==> config.mk <==
export PLATFORM = sky130hd
export DESIGN_NAME = qec_counter
export DESIGN_NICKNAME = d
export VERILOG_FILES = /design/src/qec_pkg.sv /design/src/qec_counter.sv /design/src/qec_filter.sv
export VERILOG_INCLUDE_DIRS = /design/src /design/src/src
export SDC_FILE = /design/constraint.sdc
export NUM_CORES = 1
export LEC_CHECK = 0
export BUFFER_PORTS_ARGS = -buffer_cell sky130_fd_sc_hd__clkbuf_2
export CAP_MARGIN = 20
export CORE_MARGIN = 4
export CORE_UTILIZATION = 45
export CTS_BUF_LIST = sky130_fd_sc_hd__clkbuf_8
export DETAILED_ROUTE_END_ITERATION = 10
export GPL_ROUTABILITY_DRIVEN = 1
export GPL_TIMING_DRIVEN = 0
export PLACE_DENSITY_LB_ADDON = 0.12
export SKIP_CTS_REPAIR_TIMING = 1
export SYNTH_ARGS = -nofsm -noshare
export SYNTH_HDL_FRONTEND = slang
export SYNTH_SLANG_ARGS = --single-unit
==> constraint.sdc <==
create_clock -name pclk -period 5.2 [get_ports pclk]
set_clock_uncertainty 0.2 [all_clocks]
set_input_delay 0 -clock pclk [delete_from_list [all_inputs] [get_ports pclk]]
set_output_delay 0 -clock pclk [all_outputs]
set_load 0.02 [all_outputs]
==> src/qec_defines.svh <==
// Purpose: Constants for the quadrature encoder counter
// Assumes: pclk at 10 MHz, APB word registers
// Notes:   Offsets, fields, resets and filter gate times
`ifndef QEC_DEFINES_SVH
`define QEC_DEFINES_SVH

// Register byte offsets
`define QEC_OFS_CTRL     8'h00
`define QEC_OFS_COUNT    8'h04
`define QEC_OFS_SAMPLE   8'h08

// Control field positions
`define QEC_MODE_LO      0
`define QEC_MODE_HI      1
`define QEC_FILT_LO      2
`define QEC_FILT_HI      4
`define QEC_INV_A        5
`define QEC_INV_B        6
`define QEC_INV_Z        7
`define QEC_RST_START    8
`define QEC_ACQ          9
`define QEC_CTRL_W       10
`define QEC_CTRL_RESET   10'h100

// Widths and reset values
`define QEC_CNT_W        32
`define QEC_CNT_ZERO     32'h0000_0000
`define QEC_CNT_ONE      32'h0000_0001
`define QEC_FCNT_W       6
`define QEC_FCNT_ZERO    6'h00
`define QEC_FCNT_ONE     6'h01

// Filter gate times in ns, clock period in ns
`define QEC_CLK_NS       100
`define QEC_GATE0_NS     0
`define QEC_GATE1_NS     100
`define QEC_GATE2_NS     200
`define QEC_GATE3_NS     500
`define QEC_GATE4_NS     1000
`define QEC_GATE5_NS     2000
`define QEC_GATE6_NS     4000
`define QEC_GATE7_NS     5000
`define QEC_CYC(ns)      (((ns) + `QEC_CLK_NS - 1) / `QEC_CLK_NS)

`endif

==> src/qec_pkg.sv <==
// Purpose: Types for the quadrature encoder counter
// Assumes: Constants come from qec_defines.svh
// Notes:   Mode order matches the control register field
package qec_pkg;
  // Decoding mode, in control field order
  typedef enum logic [1:0] {
    single_edge_decoding,
    double_edge_decoding,
    quad_edge_decoding,
    updown_decoding
  } qec_mode_t;
endpackage

==> src/qec_counter.sv <==
// Purpose: Quadrature decoder and position counter with APB registers
// Assumes: Encoder and sample clock pins are asynchronous to pclk
// Notes:   One-cycle APB answer; count is signed two's complement
`timescale 1ns/1ps
`include "qec_defines.svh"
module qec_counter
  import qec_pkg::*;
(
  // Clock and reset
  input  wire logic                  pclk,
  input  wire logic                  presetn,
  // APB slave
  input  wire logic                  psel,
  input  wire logic                  penable,
  input  wire logic                  pwrite,
  input  wire logic [7:0]            paddr,
  input  wire logic [31:0]           pwdata,
  output logic      [31:0]           prdata,
  output logic                       pready,
  output logic                       pslverr,
  // Encoder pins: A, B, index
  input  wire logic                  primary_counter_pin,
  input  wire logic                  auxiliary_counter_pin,
  input  wire logic                  gating_counter_pin,
  // Acquisition sample clock pin
  input  wire logic                  sample_clk_pin,
  // Captured position
  output logic      [`QEC_CNT_W-1:0] position_sample
);

  logic [`QEC_CTRL_W-1:0] ctrl;
  logic [`QEC_CTRL_W-1:0] next_ctrl;
  logic [`QEC_CNT_W-1:0]  count;
  logic [`QEC_CNT_W-1:0]  next_count;
  logic [`QEC_CNT_W-1:0]  next_position_sample;
  logic [31:0]            next_prdata;
  logic                   next_pready;
  logic                   next_pslverr;
  logic [3:0]             sync1;
  logic [3:0]             sync2;
  logic [2:0]             filt;
  logic [2:0]             inv;
  logic [2:0]             cur;
  logic [2:0]             prev;
  logic                   samp_prev;
  logic                   acq_start;
  logic                   a_chg;
  logic                   b_chg;
  logic                   up_dir;
  logic                   index_hit;
  logic                   do_up;
  logic                   do_down;
  qec_mode_t              mode;

  assign mode = qec_mode_t'(ctrl[`QEC_MODE_HI:`QEC_MODE_LO]);
  assign inv  = {ctrl[`QEC_INV_Z], ctrl[`QEC_INV_B], ctrl[`QEC_INV_A]};

  // Two-flop synchronisers for all pins
  always_ff @(posedge pclk or negedge presetn) begin
    if (!presetn) begin
      sync1 <= 4'h0;
      sync2 <= 4'h0;
    end else begin
      sync1 <= {sample_clk_pin, gating_counter_pin, auxiliary_counter_pin, primary_counter_pin};
      sync2 <= sync1;
    end
  end

  // One glitch filter per encoder input
  genvar gi;
  generate
    for (gi = 0; gi < 3; gi++) begin : g_filt
      qec_filter u_filt (
        .pclk     (pclk),
        .presetn  (presetn),
        .gate_sel (ctrl[`QEC_FILT_HI:`QEC_FILT_LO]),
        .raw      (sync2[gi]),
        .filt     (filt[gi])
      );
    end
  endgenerate

  // Inversion turns falling edges into active edges
  assign cur = filt ^ inv;

  // Edge history for decoding and sampling
  always_ff @(posedge pclk or negedge presetn) begin
    if (!presetn) begin
      prev      <= 3'h0;
      samp_prev <= 1'b0;
    end else begin
      prev      <= cur;
      samp_prev <= sync2[3];
    end
  end

  // Edge and direction terms; A leads B gives up
  always_comb begin
    a_chg     = cur[0] != prev[0];
    b_chg     = cur[1] != prev[1];
    up_dir    = cur[0] ^ prev[1];
    index_hit = cur[2] && !cur[0] && !cur[1];
    do_up     = 1'b0;
    do_down   = 1'b0;
    case (mode)
      single_edge_decoding: begin
        // Only A edges with B low: rise counts up, fall counts down
        do_up   = a_chg && !b_chg && !cur[1] && cur[0];
        do_down = a_chg && !b_chg && !cur[1] && !cur[0];
      end
      double_edge_decoding: begin
        do_up   = a_chg && !b_chg && up_dir;
        do_down = a_chg && !b_chg && !up_dir;
      end
      quad_edge_decoding: begin
        // Both phases moving at once is illegal and ignored
        do_up   = (a_chg ^ b_chg) && up_dir;
        do_down = (a_chg ^ b_chg) && !up_dir;
      end
      updown_decoding: begin
        // Two-output encoder; simultaneous pulses cancel
        do_up   = a_chg && cur[0] && !(b_chg && cur[1]);
        do_down = b_chg && cur[1] && !(a_chg && cur[0]);
      end
      default: begin
        do_up   = 1'b0;
        do_down = 1'b0;
      end
    endcase
  end

  // Acquisition start is the rising write of the acquire bit
  assign acq_start = next_ctrl[`QEC_ACQ] && !ctrl[`QEC_ACQ];

  // Count: start clear and index reload beat counting
  always_comb begin
    next_count = count;
    if (acq_start && ctrl[`QEC_RST_START]) begin
      next_count = `QEC_CNT_ZERO;
    end else if (index_hit) begin
      next_count = `QEC_CNT_ZERO;
    end else if (do_up) begin
      next_count = count + `QEC_CNT_ONE;
    end else if (do_down) begin
      next_count = count - `QEC_CNT_ONE;
    end
  end

  // Capture count on each sample clock rising edge
  always_comb begin
    next_position_sample = position_sample;
    if (sync2[3] && !samp_prev) begin
      next_position_sample = count;
    end
  end

  // APB: decode at setup, answer ready in the access cycle
  always_comb begin
    next_ctrl    = ctrl;
    next_prdata  = prdata;
    next_pready  = 1'b0;
    next_pslverr = 1'b0;
    if (psel && !penable) begin
      next_pready = 1'b1;
      case (paddr)
        `QEC_OFS_CTRL:   next_prdata = {{(32-`QEC_CTRL_W){1'b0}}, ctrl};
        `QEC_OFS_COUNT:  next_prdata = count;
        `QEC_OFS_SAMPLE: next_prdata = position_sample;
        default: begin
          next_prdata  = 32'h0000_0000;
          next_pslverr = 1'b1;
        end
      endcase
    end
    // Write lands only at the completing access edge
    if (psel && penable && pready && pwrite && paddr == `QEC_OFS_CTRL) begin
      next_ctrl = pwdata[`QEC_CTRL_W-1:0];
    end
  end

  // Register stage for control, count and bus outputs
  always_ff @(posedge pclk or negedge presetn) begin
    if (!presetn) begin
      ctrl            <= `QEC_CTRL_RESET;
      count           <= `QEC_CNT_ZERO;
      position_sample <= `QEC_CNT_ZERO;
      prdata          <= 32'h0000_0000;
      pready          <= 1'b0;
      pslverr         <= 1'b0;
    end else begin
      ctrl            <= next_ctrl;
      count           <= next_count;
      position_sample <= next_position_sample;
      prdata          <= next_prdata;
      pready          <= next_pready;
      pslverr         <= next_pslverr;
    end
  end

  a_index_reload_zero: assert property (@(posedge pclk) disable iff (!presetn)
    index_hit |=> (count == `QEC_CNT_ZERO))
    else $error("index in reload phase did not zero the count");

  a_illegal_both_hold: assert property (@(posedge pclk) disable iff (!presetn)
    (mode == quad_edge_decoding && a_chg && b_chg && !index_hit && !acq_start) |=> $stable(count))
    else $error("count moved on an illegal double transition");

  a_single_rise_up: assert property (@(posedge pclk) disable iff (!presetn)
    (mode == single_edge_decoding && a_chg && cur[0] && !b_chg && !cur[1] && !index_hit && !acq_start)
    |=> (count == $past(count) + `QEC_CNT_ONE))
    else $error("single edge rise of A did not count up");

  a_single_fall_down: assert property (@(posedge pclk) disable iff (!presetn)
    (mode == single_edge_decoding && a_chg && !cur[0] && !b_chg && !cur[1] && !index_hit && !acq_start)
    |=> (count == $past(count) - `QEC_CNT_ONE))
    else $error("single edge fall of A did not count down");

  a_double_a_moves: assert property (@(posedge pclk) disable iff (!presetn)
    (mode == double_edge_decoding && a_chg && !b_chg && !index_hit && !acq_start)
    |=> (count != $past(count)))
    else $error("double edge A transition left count unchanged");

  a_quad_b_moves: assert property (@(posedge pclk) disable iff (!presetn)
    (mode == quad_edge_decoding && b_chg && !a_chg && !index_hit && !acq_start)
    |=> (count != $past(count)))
    else $error("quad edge B transition left count unchanged");

  a_updown_b_down: assert property (@(posedge pclk) disable iff (!presetn)
    (mode == updown_decoding && b_chg && cur[1] && !a_chg && !index_hit && !acq_start)
    |=> (count == $past(count) - `QEC_CNT_ONE))
    else $error("rising B in up/down mode did not count down");

  a_sample_capture: assert property (@(posedge pclk) disable iff (!presetn)
    (sync2[3] && !samp_prev) |=> (position_sample == $past(count)))
    else $error("sample clock did not capture the count");

  a_start_clears: assert property (@(posedge pclk) disable iff (!presetn)
    (acq_start && ctrl[`QEC_RST_START]) |=> (count == `QEC_CNT_ZERO))
    else $error("acquisition start did not clear the count");

  c_quad_up: cover property (@(posedge pclk) disable iff (!presetn)
    mode == quad_edge_decoding && do_up);
  c_single_down: cover property (@(posedge pclk) disable iff (!presetn)
    mode == single_edge_decoding && do_down);
  c_index_reload: cover property (@(posedge pclk) disable iff (!presetn)
    index_hit && count != `QEC_CNT_ZERO);
  c_sample_taken: cover property (@(posedge pclk) disable iff (!presetn)
    sync2[3] && !samp_prev);

endmodule

==> src/qec_filter.sv <==
// Purpose: Digital glitch filter for one encoder input
// Assumes: Input already synchronised to pclk
// Notes:   Gate time zero passes the level through one flop
`timescale 1ns/1ps
`include "qec_defines.svh"
module qec_filter
  import qec_pkg::*;
(
  // Clock and reset
  input  wire logic       pclk,
  input  wire logic       presetn,
  // Filter control and data
  input  wire logic [2:0] gate_sel,
  input  wire logic       raw,
  output logic            filt
);

  logic [`QEC_FCNT_W-1:0] hold_cnt;
  logic [`QEC_FCNT_W-1:0] next_hold_cnt;
  logic                   next_filt;
  logic [`QEC_FCNT_W-1:0] gate_cyc;

  // Gate time in cycles, rounded up
  always_comb begin
    case (gate_sel)
      3'h0:    gate_cyc = `QEC_FCNT_W'(`QEC_CYC(`QEC_GATE0_NS));
      3'h1:    gate_cyc = `QEC_FCNT_W'(`QEC_CYC(`QEC_GATE1_NS));
      3'h2:    gate_cyc = `QEC_FCNT_W'(`QEC_CYC(`QEC_GATE2_NS));
      3'h3:    gate_cyc = `QEC_FCNT_W'(`QEC_CYC(`QEC_GATE3_NS));
      3'h4:    gate_cyc = `QEC_FCNT_W'(`QEC_CYC(`QEC_GATE4_NS));
      3'h5:    gate_cyc = `QEC_FCNT_W'(`QEC_CYC(`QEC_GATE5_NS));
      3'h6:    gate_cyc = `QEC_FCNT_W'(`QEC_CYC(`QEC_GATE6_NS));
      default: gate_cyc = `QEC_FCNT_W'(`QEC_CYC(`QEC_GATE7_NS));
    endcase
  end

  // New level passes only after holding for the gate time
  always_comb begin
    next_filt     = filt;
    next_hold_cnt = `QEC_FCNT_ZERO;
    if (gate_cyc == `QEC_FCNT_ZERO) begin
      next_filt = raw;
    end else if (raw != filt) begin
      if (hold_cnt + `QEC_FCNT_ONE >= gate_cyc) begin
        next_filt = raw;
      end else begin
        next_hold_cnt = hold_cnt + `QEC_FCNT_ONE;
      end
    end
  end

  // Filter state
  always_ff @(posedge pclk or negedge presetn) begin
    if (!presetn) begin
      filt     <= 1'b0;
      hold_cnt <= `QEC_FCNT_ZERO;
    end else begin
      filt     <= next_filt;
      hold_cnt <= next_hold_cnt;
    end
  end

  a_filter_hold_gate: assert property (@(posedge pclk) disable iff (!presetn)
    (filt != $past(filt)) |-> ($past(raw) == filt))
    else $error("filter output changed to a level the input did not have");

endmodule

==> impl_results.md, run 1 <==
- Status: finished, violations left
- Violated checks: hold timing
- Filler instances: 1607
- Max-slew headroom: 49.6%
- Critical Path Fanout Max: 13
- Area Growth Syn to Fin: 19.8%
- Most frequent cells in the layout: dfrtp_1, clkbuf_2, nor2_1
- Mapped cell area: 8010 sq um
- CTS sink cnt: 140
- WL/cell: 18.7 um
- Crit share post-route: 95.5%
- GR Util All Layers: 22.0%
- Final Slew Violations: 0
- WHS Endpoint: prdata[0]
- Clk slew on worst S/H paths: 0.08 ns
- Placeable Area: 17400 sq um
- Drt initial violations: 366
- Largest net degree at the start of global routing: 91
- Share of the synthesized area in the top cell type: 43.4%
- Die Span X: 141 um
- Maximum VDD drop: 242 uV
- Setup violators final: 0
- Worst EP required: 5.39 ns
- Worst hold path class: primary input to flop
- Area leader, netlist: dfrtp_1
- Setup TNS: 0 ns
- Total number of vias: 6701
- FF-to-FF setup slack: 0.23 ns
- Netlist cell types: 62
- Post-route ant nets: 0
- Overall power: 4780 uW
- Cells after Synth: 799
- Worst Tran Pin Value: 0.756 ns
- YS warnings: 0
- Final net count: 1051
- Starting density of the core: 46.2%
- Initial antenna violation count: 0
- First-pass GRT wire length: 35.1 mm
- N_diodes: 0
- DP Wirelength: 16.0 mm
- TritonCTS clock tree: built
- HP Start: paddr[7]
- Layout cells sized above 1: 21.1%
- Top cells by area, synth: dfrtp_1, ha_1, mux2_2
- Post-Syn Nets: 906
- Root Buffer: clkbuf_8
- Boundary pin count: 115
- Synth Flop Type: dfrtp_1
- GP Congestion: 0.874
- DRC: 0
- CP startpoint kind: flop
- Sequential fraction of the synthesis area: 43.8%
- Worst hold margin: -0.0161 ns
- Die Y: 141 um
- Full die area: 20000 sq um
- Clock Tree Buf Depth: 2
- # rows: 48
- I/O Buffers: 92
- FF-to-FF End: count[26]
- Avg Synthesized Cell Area: 10.0 sq um
- Fmax achieved: 201 MHz
- Hold Path Stages: 4
- CTS H-tree depth: 4
- FF-to-FF path depth: 19
- Pleak: 0.00449 uW
- Tmin final: 4.97 ns
- CTS Buf Count: 17
- Vias per inst: 5.67
- Routed Wire Length: 22.1 mm
- Grt ovf: 0
- Worst EP arrival: 5.16 ns
- Fraction of registers with async set/reset: 100%
- Most common cell after layout, fill and taps aside: dfrtp_1
- Max-Cap Viols: 0
- Power Dens Cells: 498 nW/um^2
- Reg2reg start: g_filt[0].u_filt.filt
- Vias in the first global route: 6585
- Flop and latch count out of synthesis: 140
- WS Path Type: flop to flop
- Number of flops mapped to enable cells by yosys: 0
- CP Capture Type: flop
- Drt pass-1 iters: 6
- Fin. Hold Viols: 8
- Clk_lat worst skew: 0.46 ns
-- worst max-delay path: stages, from the launching register on --
cell and delay, ns:
dfrtp_2 0.49, xnor2_4 0.23, inv_2 0.07, ha_1 0.27, inv_1 0.04, ha_1 0.28
nor2b_1 0.14, o21ai_2 0.15, o22a_1 0.29, o221a_4 0.32, buf_4 0.20, ha_1 0.39
a21o_1 0.23, nand3_1 0.10, a31oi_1 0.14, or3_4 0.41, o2111a_1 0.27, o31ai_1 0.17
or3b_1 0.38, a21oi_2 0.13
-- worst max path at each step --
stage               cells after the start   endpoint             startpoint  slack, ns
floorplan                              19  count[26]                ctrl[5]       0.66
global placement                       19  count[26]  g_filt[0].u_filt.filt      -0.23
detailed placement                     19  count[26]  g_filt[0].u_filt.filt      -0.30
CTS                                    19  count[26]  g_filt[0].u_filt.filt      -0.35
global route                           20  count[26]  g_filt[0].u_filt.filt     -0.004
finish                                 19  count[26]  g_filt[0].u_filt.filt       0.23
-- final cells by class --
class | instances | area [sq um] | share of cell area, %
Multi-Input combinational cell | 606 | 4330 | 45.1
Inverter | 19 | 71.3 | 0.743
Tap cell | 225 | 282 | 2.93
Clock inverter | 15 | 198 | 2.06
Timing Repair Buffer | 125 | 825 | 8.59
Sequential cell | 140 | 3510 | 36.5
Clock buffer | 17 | 234 | 2.44
Buffer | 35 | 153 | 1.59
-- where the power goes --
group          total, uW  internal (uW)  switching [uW]
Clock                979            523             456
Combinational       2120            913            1210
Sequential          1680           1350             328
Total               4780           2790            1990
-- synthesized netlist by cell type, types with 22 or more instances --
master,count
clkbuf_1,22
nand3_1,22
a21o_1,23
a221oi_1,22
a21oi_1,54
mux2_2,44
o21ai_0,33
nand2_1,63
xnor2_1,24
ha_1,57
nor2_1,80
dfrtp_1,139
nor2b_1,25
-- layer usage --
layer  global-route usage (%)  up-vias  wire, um
li1                         -     3182         -
met5                        0        -         0
met2                     33.4      178     10000
met1                     32.5     3302     10500
met3                     4.15       39      1090
met4                     6.31        0       455
-- logic make-up (layout without fill, tap and decap cells) --
group,count (synthesis),count (layout),synth area share (%)
buf+inv,54,211,2.80
mux,57,57,7.81
flops,140,140,43.8
simple gates,258,258,16.0
fa+ha+maj,58,58,9.15
xor+xnor,40,40,4.47
compound gates,192,193,16.0
-- flip-flops by register name (all words and copies together), names as in the netlist --
register and count:
count 32, ctrl 10, g_filt.u_filt.filt 3, g_filt.u_filt.hold_cnt 18, position_sample 32, prdata 32
pready 1, prev 2, pslverr 1, samp_prev 1, sync1 4, sync2 4
-- through the flow --
stage	instances	instance area, sq um	setup slack (ns)	hold WS [ns]	util (%)
finish	1182	9600	0.232	-0.0161	55.3
detailed placement	1117	8790	-0.303	-0.223	50.6
floorplan	799	8010	0.663	-0.496	-
global placement	1116	8750	-0.233	-0.0907	50.4
CTS	1149	9220	-0.348	-0.732	53.1
global route	1182	9600	-0.00402	0.00287	55.3
Power figures use the tool's default switching activity.
==> run 2, diff against run 1 <==
ABC_AREA = 1   (was not set)
==> impl_results.md, run 2 <==
- Area Growth Syn to Fin: 17.9% (was 19.8%)
- Fraction of registers with async set/reset: 100% (unchanged)
- Fmax achieved: 240 MHz (was 201 MHz)
- Die Span X: 149 um (was 141 um)
- Hold Path Stages: 6 (was 4)
- DP Wirelength: 18.4 mm (was 16.0 mm)
- Power Dens Cells: 313 nW/um^2 (was 498 nW/um^2)
- Design Area, Final: 10500 sq um (was 9600 sq um)
- WL/cell: 14.5 um (was 18.7 um)
- Clk slew on worst S/H paths: 0.09 ns (was 0.08 ns)
- Grt ovf: 0 (unchanged)
- Post-Syn Nets: 1344 (was 906)
- Maximum VDD drop: 160 uV (was 242 uV)
- Largest family of logic cells by synthesized area: simple AND/OR/NAND/NOR gates (unchanged)
- FF-to-FF path depth: 22 (was 19)
- Cells after Synth: 1237 (was 799)
- Starting density of the core: 45.8% (was 46.2%)
- Worst hold path class: primary input to flop (unchanged)
- GR Util All Layers: 22.0% (about the same)
- # rows: 51 (was 48)
- Max-Cap Viols: 0 (unchanged)
- CTS Buf Count: 17 (unchanged)
- Drt initial violations: 474 (was 366)
- Initial antenna violation count: 0 (unchanged)
- Slowest library cell on the worst path: ha_1 (was dfrtp_2)
- Boundary pin count: 115 (unchanged)
- Sequential fraction of the synthesis area: 39.2% (was 43.8%)
- Area leader, netlist: dfrtp_1 (unchanged)
- Status: finished, final reports clean (was finished, violations left)
- Root Buffer: clkbuf_8 (unchanged)
- Fin. Hold Viols: 0 (was 8)
- Die Y: 149 um (was 141 um)
- Worst EP required: 5.36 ns (was 5.39 ns)
- Post-DP Area: 9770 sq um (was 8790 sq um)
- Netlist cell types: 41 (was 62)
- TritonCTS clock tree: built (unchanged)
- Synth Area in Compound Gates: 9.45% (was 16.0%)
- N_diodes: 0 (unchanged)
- Post-synthesis xor/xnor area fraction: 3.12% (was 4.47%)
- Number of flops mapped to enable cells by yosys: 0 (unchanged)
- Top cells by count, synth: nand2_1, inv_1, dfrtp_1, nor2_1, ha_1 (was dfrtp_1, nor2_1, nand2_1, ha_1, a21oi_1)
- I/O Buffers: 92 (unchanged)
- Avg Synthesized Cell Area: 7.22 sq um (was 10.0 sq um)
- YS warnings: 0 (unchanged)
- DRC: 0 (unchanged)
- Clock Tree Buf Depth: 2 (unchanged)
- Post-Synth Adder-Cell Area: 8.20% (was 9.15%)
- RSZ-0062 raised after global routing: no
- Drt pass-1 iters: 5 (was 6)
- Count leader, synth: nand2_1 (was dfrtp_1)
- Vias per inst: 4.89 (was 5.67)
- CP peak stage delay: 0.47 ns (was 0.49 ns)
- Setup violators final: 0 (unchanged)
- Post-route ant nets: 0 (unchanged)
- CP dominant cell by count: nand2_1 (was ha_1)
- Overall power: 3300 uW (was 4780 uW)
- Final net count: 1490 (was 1051)
- Setup TNS: 0 ns (unchanged)
- Tmin final: 4.17 ns (was 4.97 ns)
- Pleak: 0.00593 uW (was 0.00449 uW)
- Top cells by area, synth: dfrtp_1, nand2_1, ha_1 (was dfrtp_1, ha_1, mux2_2)
- Largest net degree at the start of global routing: 79 (was 91)
- Final Slew Violations: 0 (unchanged)
- CTS H-tree depth: 4 (unchanged)
- Worst Tran Pin Value: 0.571 ns (was 0.756 ns)
- Most frequent cells in the layout: nand2_1, inv_1, dfrtp_1 (was dfrtp_1, clkbuf_2, nor2_1)
- First-pass GRT wire length: 39.0 mm (was 35.1 mm)
- GP Congestion: 0.946 (was 0.874)
- Full die area: 22200 sq um (was 20000 sq um)
- Critical Path Fanout Max: 34 (was 13)
- Crit share post-route: 80.3% (was 95.5%)
- Max-slew headroom: 61.9% (was 49.6%)
- Synth Area in Simple Gates: 30.5% (was 16.0%)
- Total number of vias: 8122 (was 6701)
- Flop and latch count out of synthesis: 140 (unchanged)
- Placeable Area: 19500 sq um (was 17400 sq um)
- Worst EP arrival: 4.34 ns (was 5.16 ns)
- WS Path Type: flop to flop (unchanged)
- Share of the synthesized area in the top cell type: 38.9% (was 43.4%)
- CP startpoint kind: flop (unchanged)
- Vias in the first global route: 7767 (was 6585)
- CP cell instances: xnor2_2, inv_1, ha_1, ha_1, nand2_1, nand2_1, nor2_1, nand3_1, nand2_2, nand2_4, ha_1, nand2_1, nor2_1, inv_1, nor3_1, nand2_1, nand2_1, nand2_1, nand2_1, nand2_1, nand3_1, nand2_1 (was xnor2_4, inv_2, ha_1, inv_1, ha_1, nor2b_1, o21ai_2, o22a_1, o221a_4, buf_4, ha_1, a21o_1, nand3_1, a31oi_1, or3_4, o2111a_1, o31ai_1, or3b_1, a21oi_2)
- CP Capture Type: flop (unchanged)
- Biggest regs: count x32, position_sample x32, prdata x32 (unchanged)
- Most common cell after layout, fill and taps aside: nand2_1 (was dfrtp_1)
- Synth Flop Type: dfrtp_1 (unchanged)
- Routed Wire Length: 24.0 mm (was 22.1 mm)
- Mapped cell area: 8940 sq um (was 8010 sq um)
- Clk_lat worst skew: 0.46 ns (about the same)
- Multiplexer area fraction after synthesis: 0.378% (was 7.81%)
- CTS sink cnt: 140 (unchanged)
- Layout cells sized above 1: 12.9% (was 21.1%)
-- run 2: cell type report --
type,count,area [sq um]
Tap cell,265,332
Timing Repair Buffer,127,855
Sequential cell,140,3500
Clock inverter,13,151
Clock buffer,19,262
Fill cell,1998,8990
Buffer,24,155
Inverter,176,663
Multi-Input combinational cell,897,4610
-- run 2: cells by family (layout without fill, tap and decap cells) --
kind of cell	Yosys count	in the layout
DFF	140	140
AOI/OAI and AO/OA	147	147
adders and majority gates	58	58
muxes	3	3
and+or+nand+nor	658	658
xor gates and xnor gates	31	31
buffers and inverters	200	359
-- run 2: through the flow --
stage                     hold WS (ns)  util (%)  instances  worst slack (ns)
after floorplan                 -0.496         -       1237              1.77
after global placement         -0.0892      49.8       1594              1.05
after detailed placement        -0.177      50.0       1595              1.00
after CTS                       -0.685      52.1       1627             0.992
after global routing            0.0415      54.0       1661             0.581
final                          0.00110      54.0       1661              1.03
-- run 2: where the power goes --
| group | switching [uW] | internal, uW | leakage [uW] |
|---|---|---|---|
| logic | 789 | 412 | 0.00386 |
| clock network | 460 | 461 | 0.000197 |
| registers | 44.9 | 1130 | 0.00187 |
| total | 1290 | 2010 | 0.00593 |
-- run 2: metal layers --
layer,vias to the layer above,global-route usage [%],wire length [um]
met5,-,0,0
met2,142,34.8,10900
met1,3772,32.0,12000
met3,27,3.16,798
li1,4181,-,-
met4,0,5.22,352
-- run 2: critical path, delay by kind of cell (launching register included) --
family | cells | cell delay [ns]
xor gates and xnor gates | 1 | 0.29
adders and majority gates | 3 | 1.04
buffers and inverters | 2 | 0.19
DFF | 1 | 0.44
and+or+nand+nor | 16 | 1.91
-- run 2: final timing paths --
path	startpoint	end	slack [ns]
setup / recovery	g_filt[1].u_filt.filt	count[30]	1.03
hold / removal	paddr[2]	prdata[4]	0.001
setup reg to reg	g_filt[1].u_filt.filt	count[30]	1.03
hold reg to reg	sync1[2]	sync2[2]	0.15
max in group asynchronous	presetn	position_sample[31]	3.93
min in group asynchronous	presetn	ctrl[8]	0.46
==> run 3, diff against run 2 <==
clock period = 3.8 ns   (was 5.2 ns; I/O delays follow)
==> impl_results.md, run 3 (same netlist as run 2, synthesis figures left out) <==
- Pleak: 0.00615 uW (was 0.00593 uW)
- Initial antenna violation count: 0 (unchanged)
- Post-DP Area: 9770 sq um (unchanged)
- FF-to-FF path depth: 22 (unchanged)
- Critical Path Fanout Max: 4 (was 34)
- CTS sink cnt: 140 (unchanged)
- Setup TNS: 0 ns (unchanged)
- Status: finished, violations left (was finished, final reports clean)
- Vias in the first global route: 7767 (unchanged)
- RSZ-0062 raised after global routing: yes (was no)
- Largest net degree at the start of global routing: 79 (unchanged)
- FF-to-FF setup slack: 0.14 ns (was 1.03 ns)
- Power Dens Cells: 424 nW/um^2 (was 313 nW/um^2)
- HP Start: paddr[2] (unchanged)
- Vias per inst: 5.00 (was 4.89)
- Boundary pin count: 115 (unchanged)
- Placeable Area: 19500 sq um (unchanged)
- WHS Endpoint: prdata[4] (unchanged)
- Area Growth Syn to Fin: 28.6% (was 17.9%)
- WS Path Type: flop to flop (unchanged)
- Drt pass-1 iters: 6 (was 5)
- Setup violators final: 0 (unchanged)
- N_diodes: 0 (unchanged)
- Root Buffer: clkbuf_8 (unchanged)
- Grt ovf: 0 (unchanged)
- Post-layout util: 58.8% (was 54.0%)
- GR Util All Layers: 22.0% (unchanged)
- Die Span X: 149 um (unchanged)
- First-pass GRT wire length: 39.0 mm (unchanged)
- Worst EP arrival: 3.81 ns (was 4.34 ns)
- TritonCTS clock tree: built (unchanged)
- Layout cells sized above 1: 22.8% (was 12.9%)
- Clock Tree Buf Depth: 2 (unchanged)
- Reg2reg start: ctrl[6] (was g_filt[1].u_filt.filt)
- # rows: 51 (unchanged)
- Total number of vias: 8446 (was 8122)
- Starting density of the core: 45.8% (unchanged)
- FF-to-FF End: count[13] (was count[30])
- Drt initial violations: 515 (was 474)
- Filler instances: 1854 (was 1998)
- Clk_lat worst skew: 0.46 ns (about the same)
- I/O Buffers: 92 (unchanged)
- Design Area, Final: 11500 sq um (was 10500 sq um)
- CP startpoint kind: flop (unchanged)
- Biggest regs: count x32, position_sample x32, prdata x32 (unchanged)
- DRC: 0 (unchanged)
- Overall power: 4870 uW (was 3300 uW)
- Final Slew Violations: 0 (unchanged)
- Clk slew on worst S/H paths: 0.08 ns (was 0.09 ns)
- DP Wirelength: 18.4 mm (unchanged)
- Worst EP required: 3.95 ns (was 5.36 ns)
- GP Congestion: 0.946 (unchanged)
- Routed Wire Length: 25.7 mm (was 24.0 mm)
- Max-slew headroom: 61.4% (was 61.9%)
- Fmax achieved: 273 MHz (was 240 MHz)
- Post-route ant nets: 0 (unchanged)
- Hold Path Stages: 6 (unchanged)
- Violated checks: hold timing
- CTS H-tree depth: 4 (unchanged)
- Worst hold path class: primary input to flop (unchanged)
- Die Y: 149 um (unchanged)
- Most frequent cells in the layout: nand2_1, inv_1, dfrtp_1 (unchanged)
- Tmin final: 3.66 ns (was 4.17 ns)
- Crit share post-route: 96.4% (was 80.3%)
- Final net count: 1518 (was 1490)
- Maximum VDD drop: 298 uV (was 160 uV)
- Most common cell after layout, fill and taps aside: nand2_1 (unchanged)
- CP Capture Type: flop (unchanged)
- WL/cell: 15.2 um (was 14.5 um)
- Worst hold margin: -0.00656 ns (was 0.00110 ns)
- Fin. Hold Viols: 1 (was 0)
- Max-Cap Viols: 0 (unchanged)
- CTS Buf Count: 17 (unchanged)
- Worst Tran Pin Value: 0.578 ns (was 0.571 ns)
- Full die area: 22200 sq um (unchanged)
-- run 3: changes by cell type in the layout (fill, tap and decap cells not counted), sizes merged --
cell	delta
buf	+24
nand2	+4
-- run 3: area by class of cell --
type | instances | area [sq um] | area share, %
clock buffers | 19 | 262 | 2.28
clock inverters | 13 | 151 | 1.32
well taps | 265 | 332 | 2.89
repair buffers | 151 | 1050 | 9.18
flip-flops and latches | 140 | 3510 | 30.5
plain buffers | 24 | 155 | 1.35
inverters | 176 | 666 | 5.79
multi-input cells | 901 | 5370 | 46.7
-- run 3: where the power goes --
| group | switching [uW] | internal (uW) |
|---|---|---|
| combinational | 1220 | 752 |
| clock | 635 | 631 |
| sequential | 72.9 | 1550 |
| total | 1930 | 2940 |
-- run 3: how the worst max path moves through the flow --
stage / from / endpoint / depth (start not counted)
5_1_grt: g_filt[0].u_filt.filt / count[20] / 24
2_1_floorplan: g_filt[1].u_filt.filt / count[30] / 22
3_5_place_dp: g_filt[1].u_filt.filt / count[30] / 22
3_3_place_gp: g_filt[1].u_filt.filt / count[30] / 22
4_1_cts: g_filt[1].u_filt.filt / count[30] / 22
6_report: ctrl[6] / count[13] / 22
-- run 3: critical path, stage by stage, from the launching register on --
cell and delay (ns):
dfrtp_1 0.42, xnor2_2 0.24, inv_1 0.09, ha_1 0.28
ha_1 0.27, nand2_1 0.07, nand2_2 0.06, nor2_4 0.10
nand3_2 0.10, nand2_4 0.10, buf_12 0.14, nand2_4 0.10
buf_6 0.18, ha_4 0.28, nand2_1 0.10, nor2_2 0.15
inv_2 0.09, nor2_4 0.12, nand2_1 0.07, nand2_2 0.07
buf_4 0.12, xnor2_1 0.13, o21ai_2 0.06
-- run 3: stage by stage --
stage          instances  setup WS, ns
6_report            1689         0.137
5_1_grt             1689        -0.102
4_1_cts             1627        -0.408
3_5_place_dp        1595        -0.396
3_3_place_gp        1594        -0.349
2_1_floorplan       1237         0.366
-- run 3: routing by layer --
layer / vias to the layer above / GRT usage, % / part of all wire, % / wire length, um
met1: 3982 / 32.0 / 47 / 12200
met4: 0 / 5.22 / 1.2 / 301
met2: 190 / 34.8 / 47 / 12200
met3: 25 / 3.16 / 4.2 / 1090
li1: 4249 / - / - / -
met5: - / 0 / 0 / 0
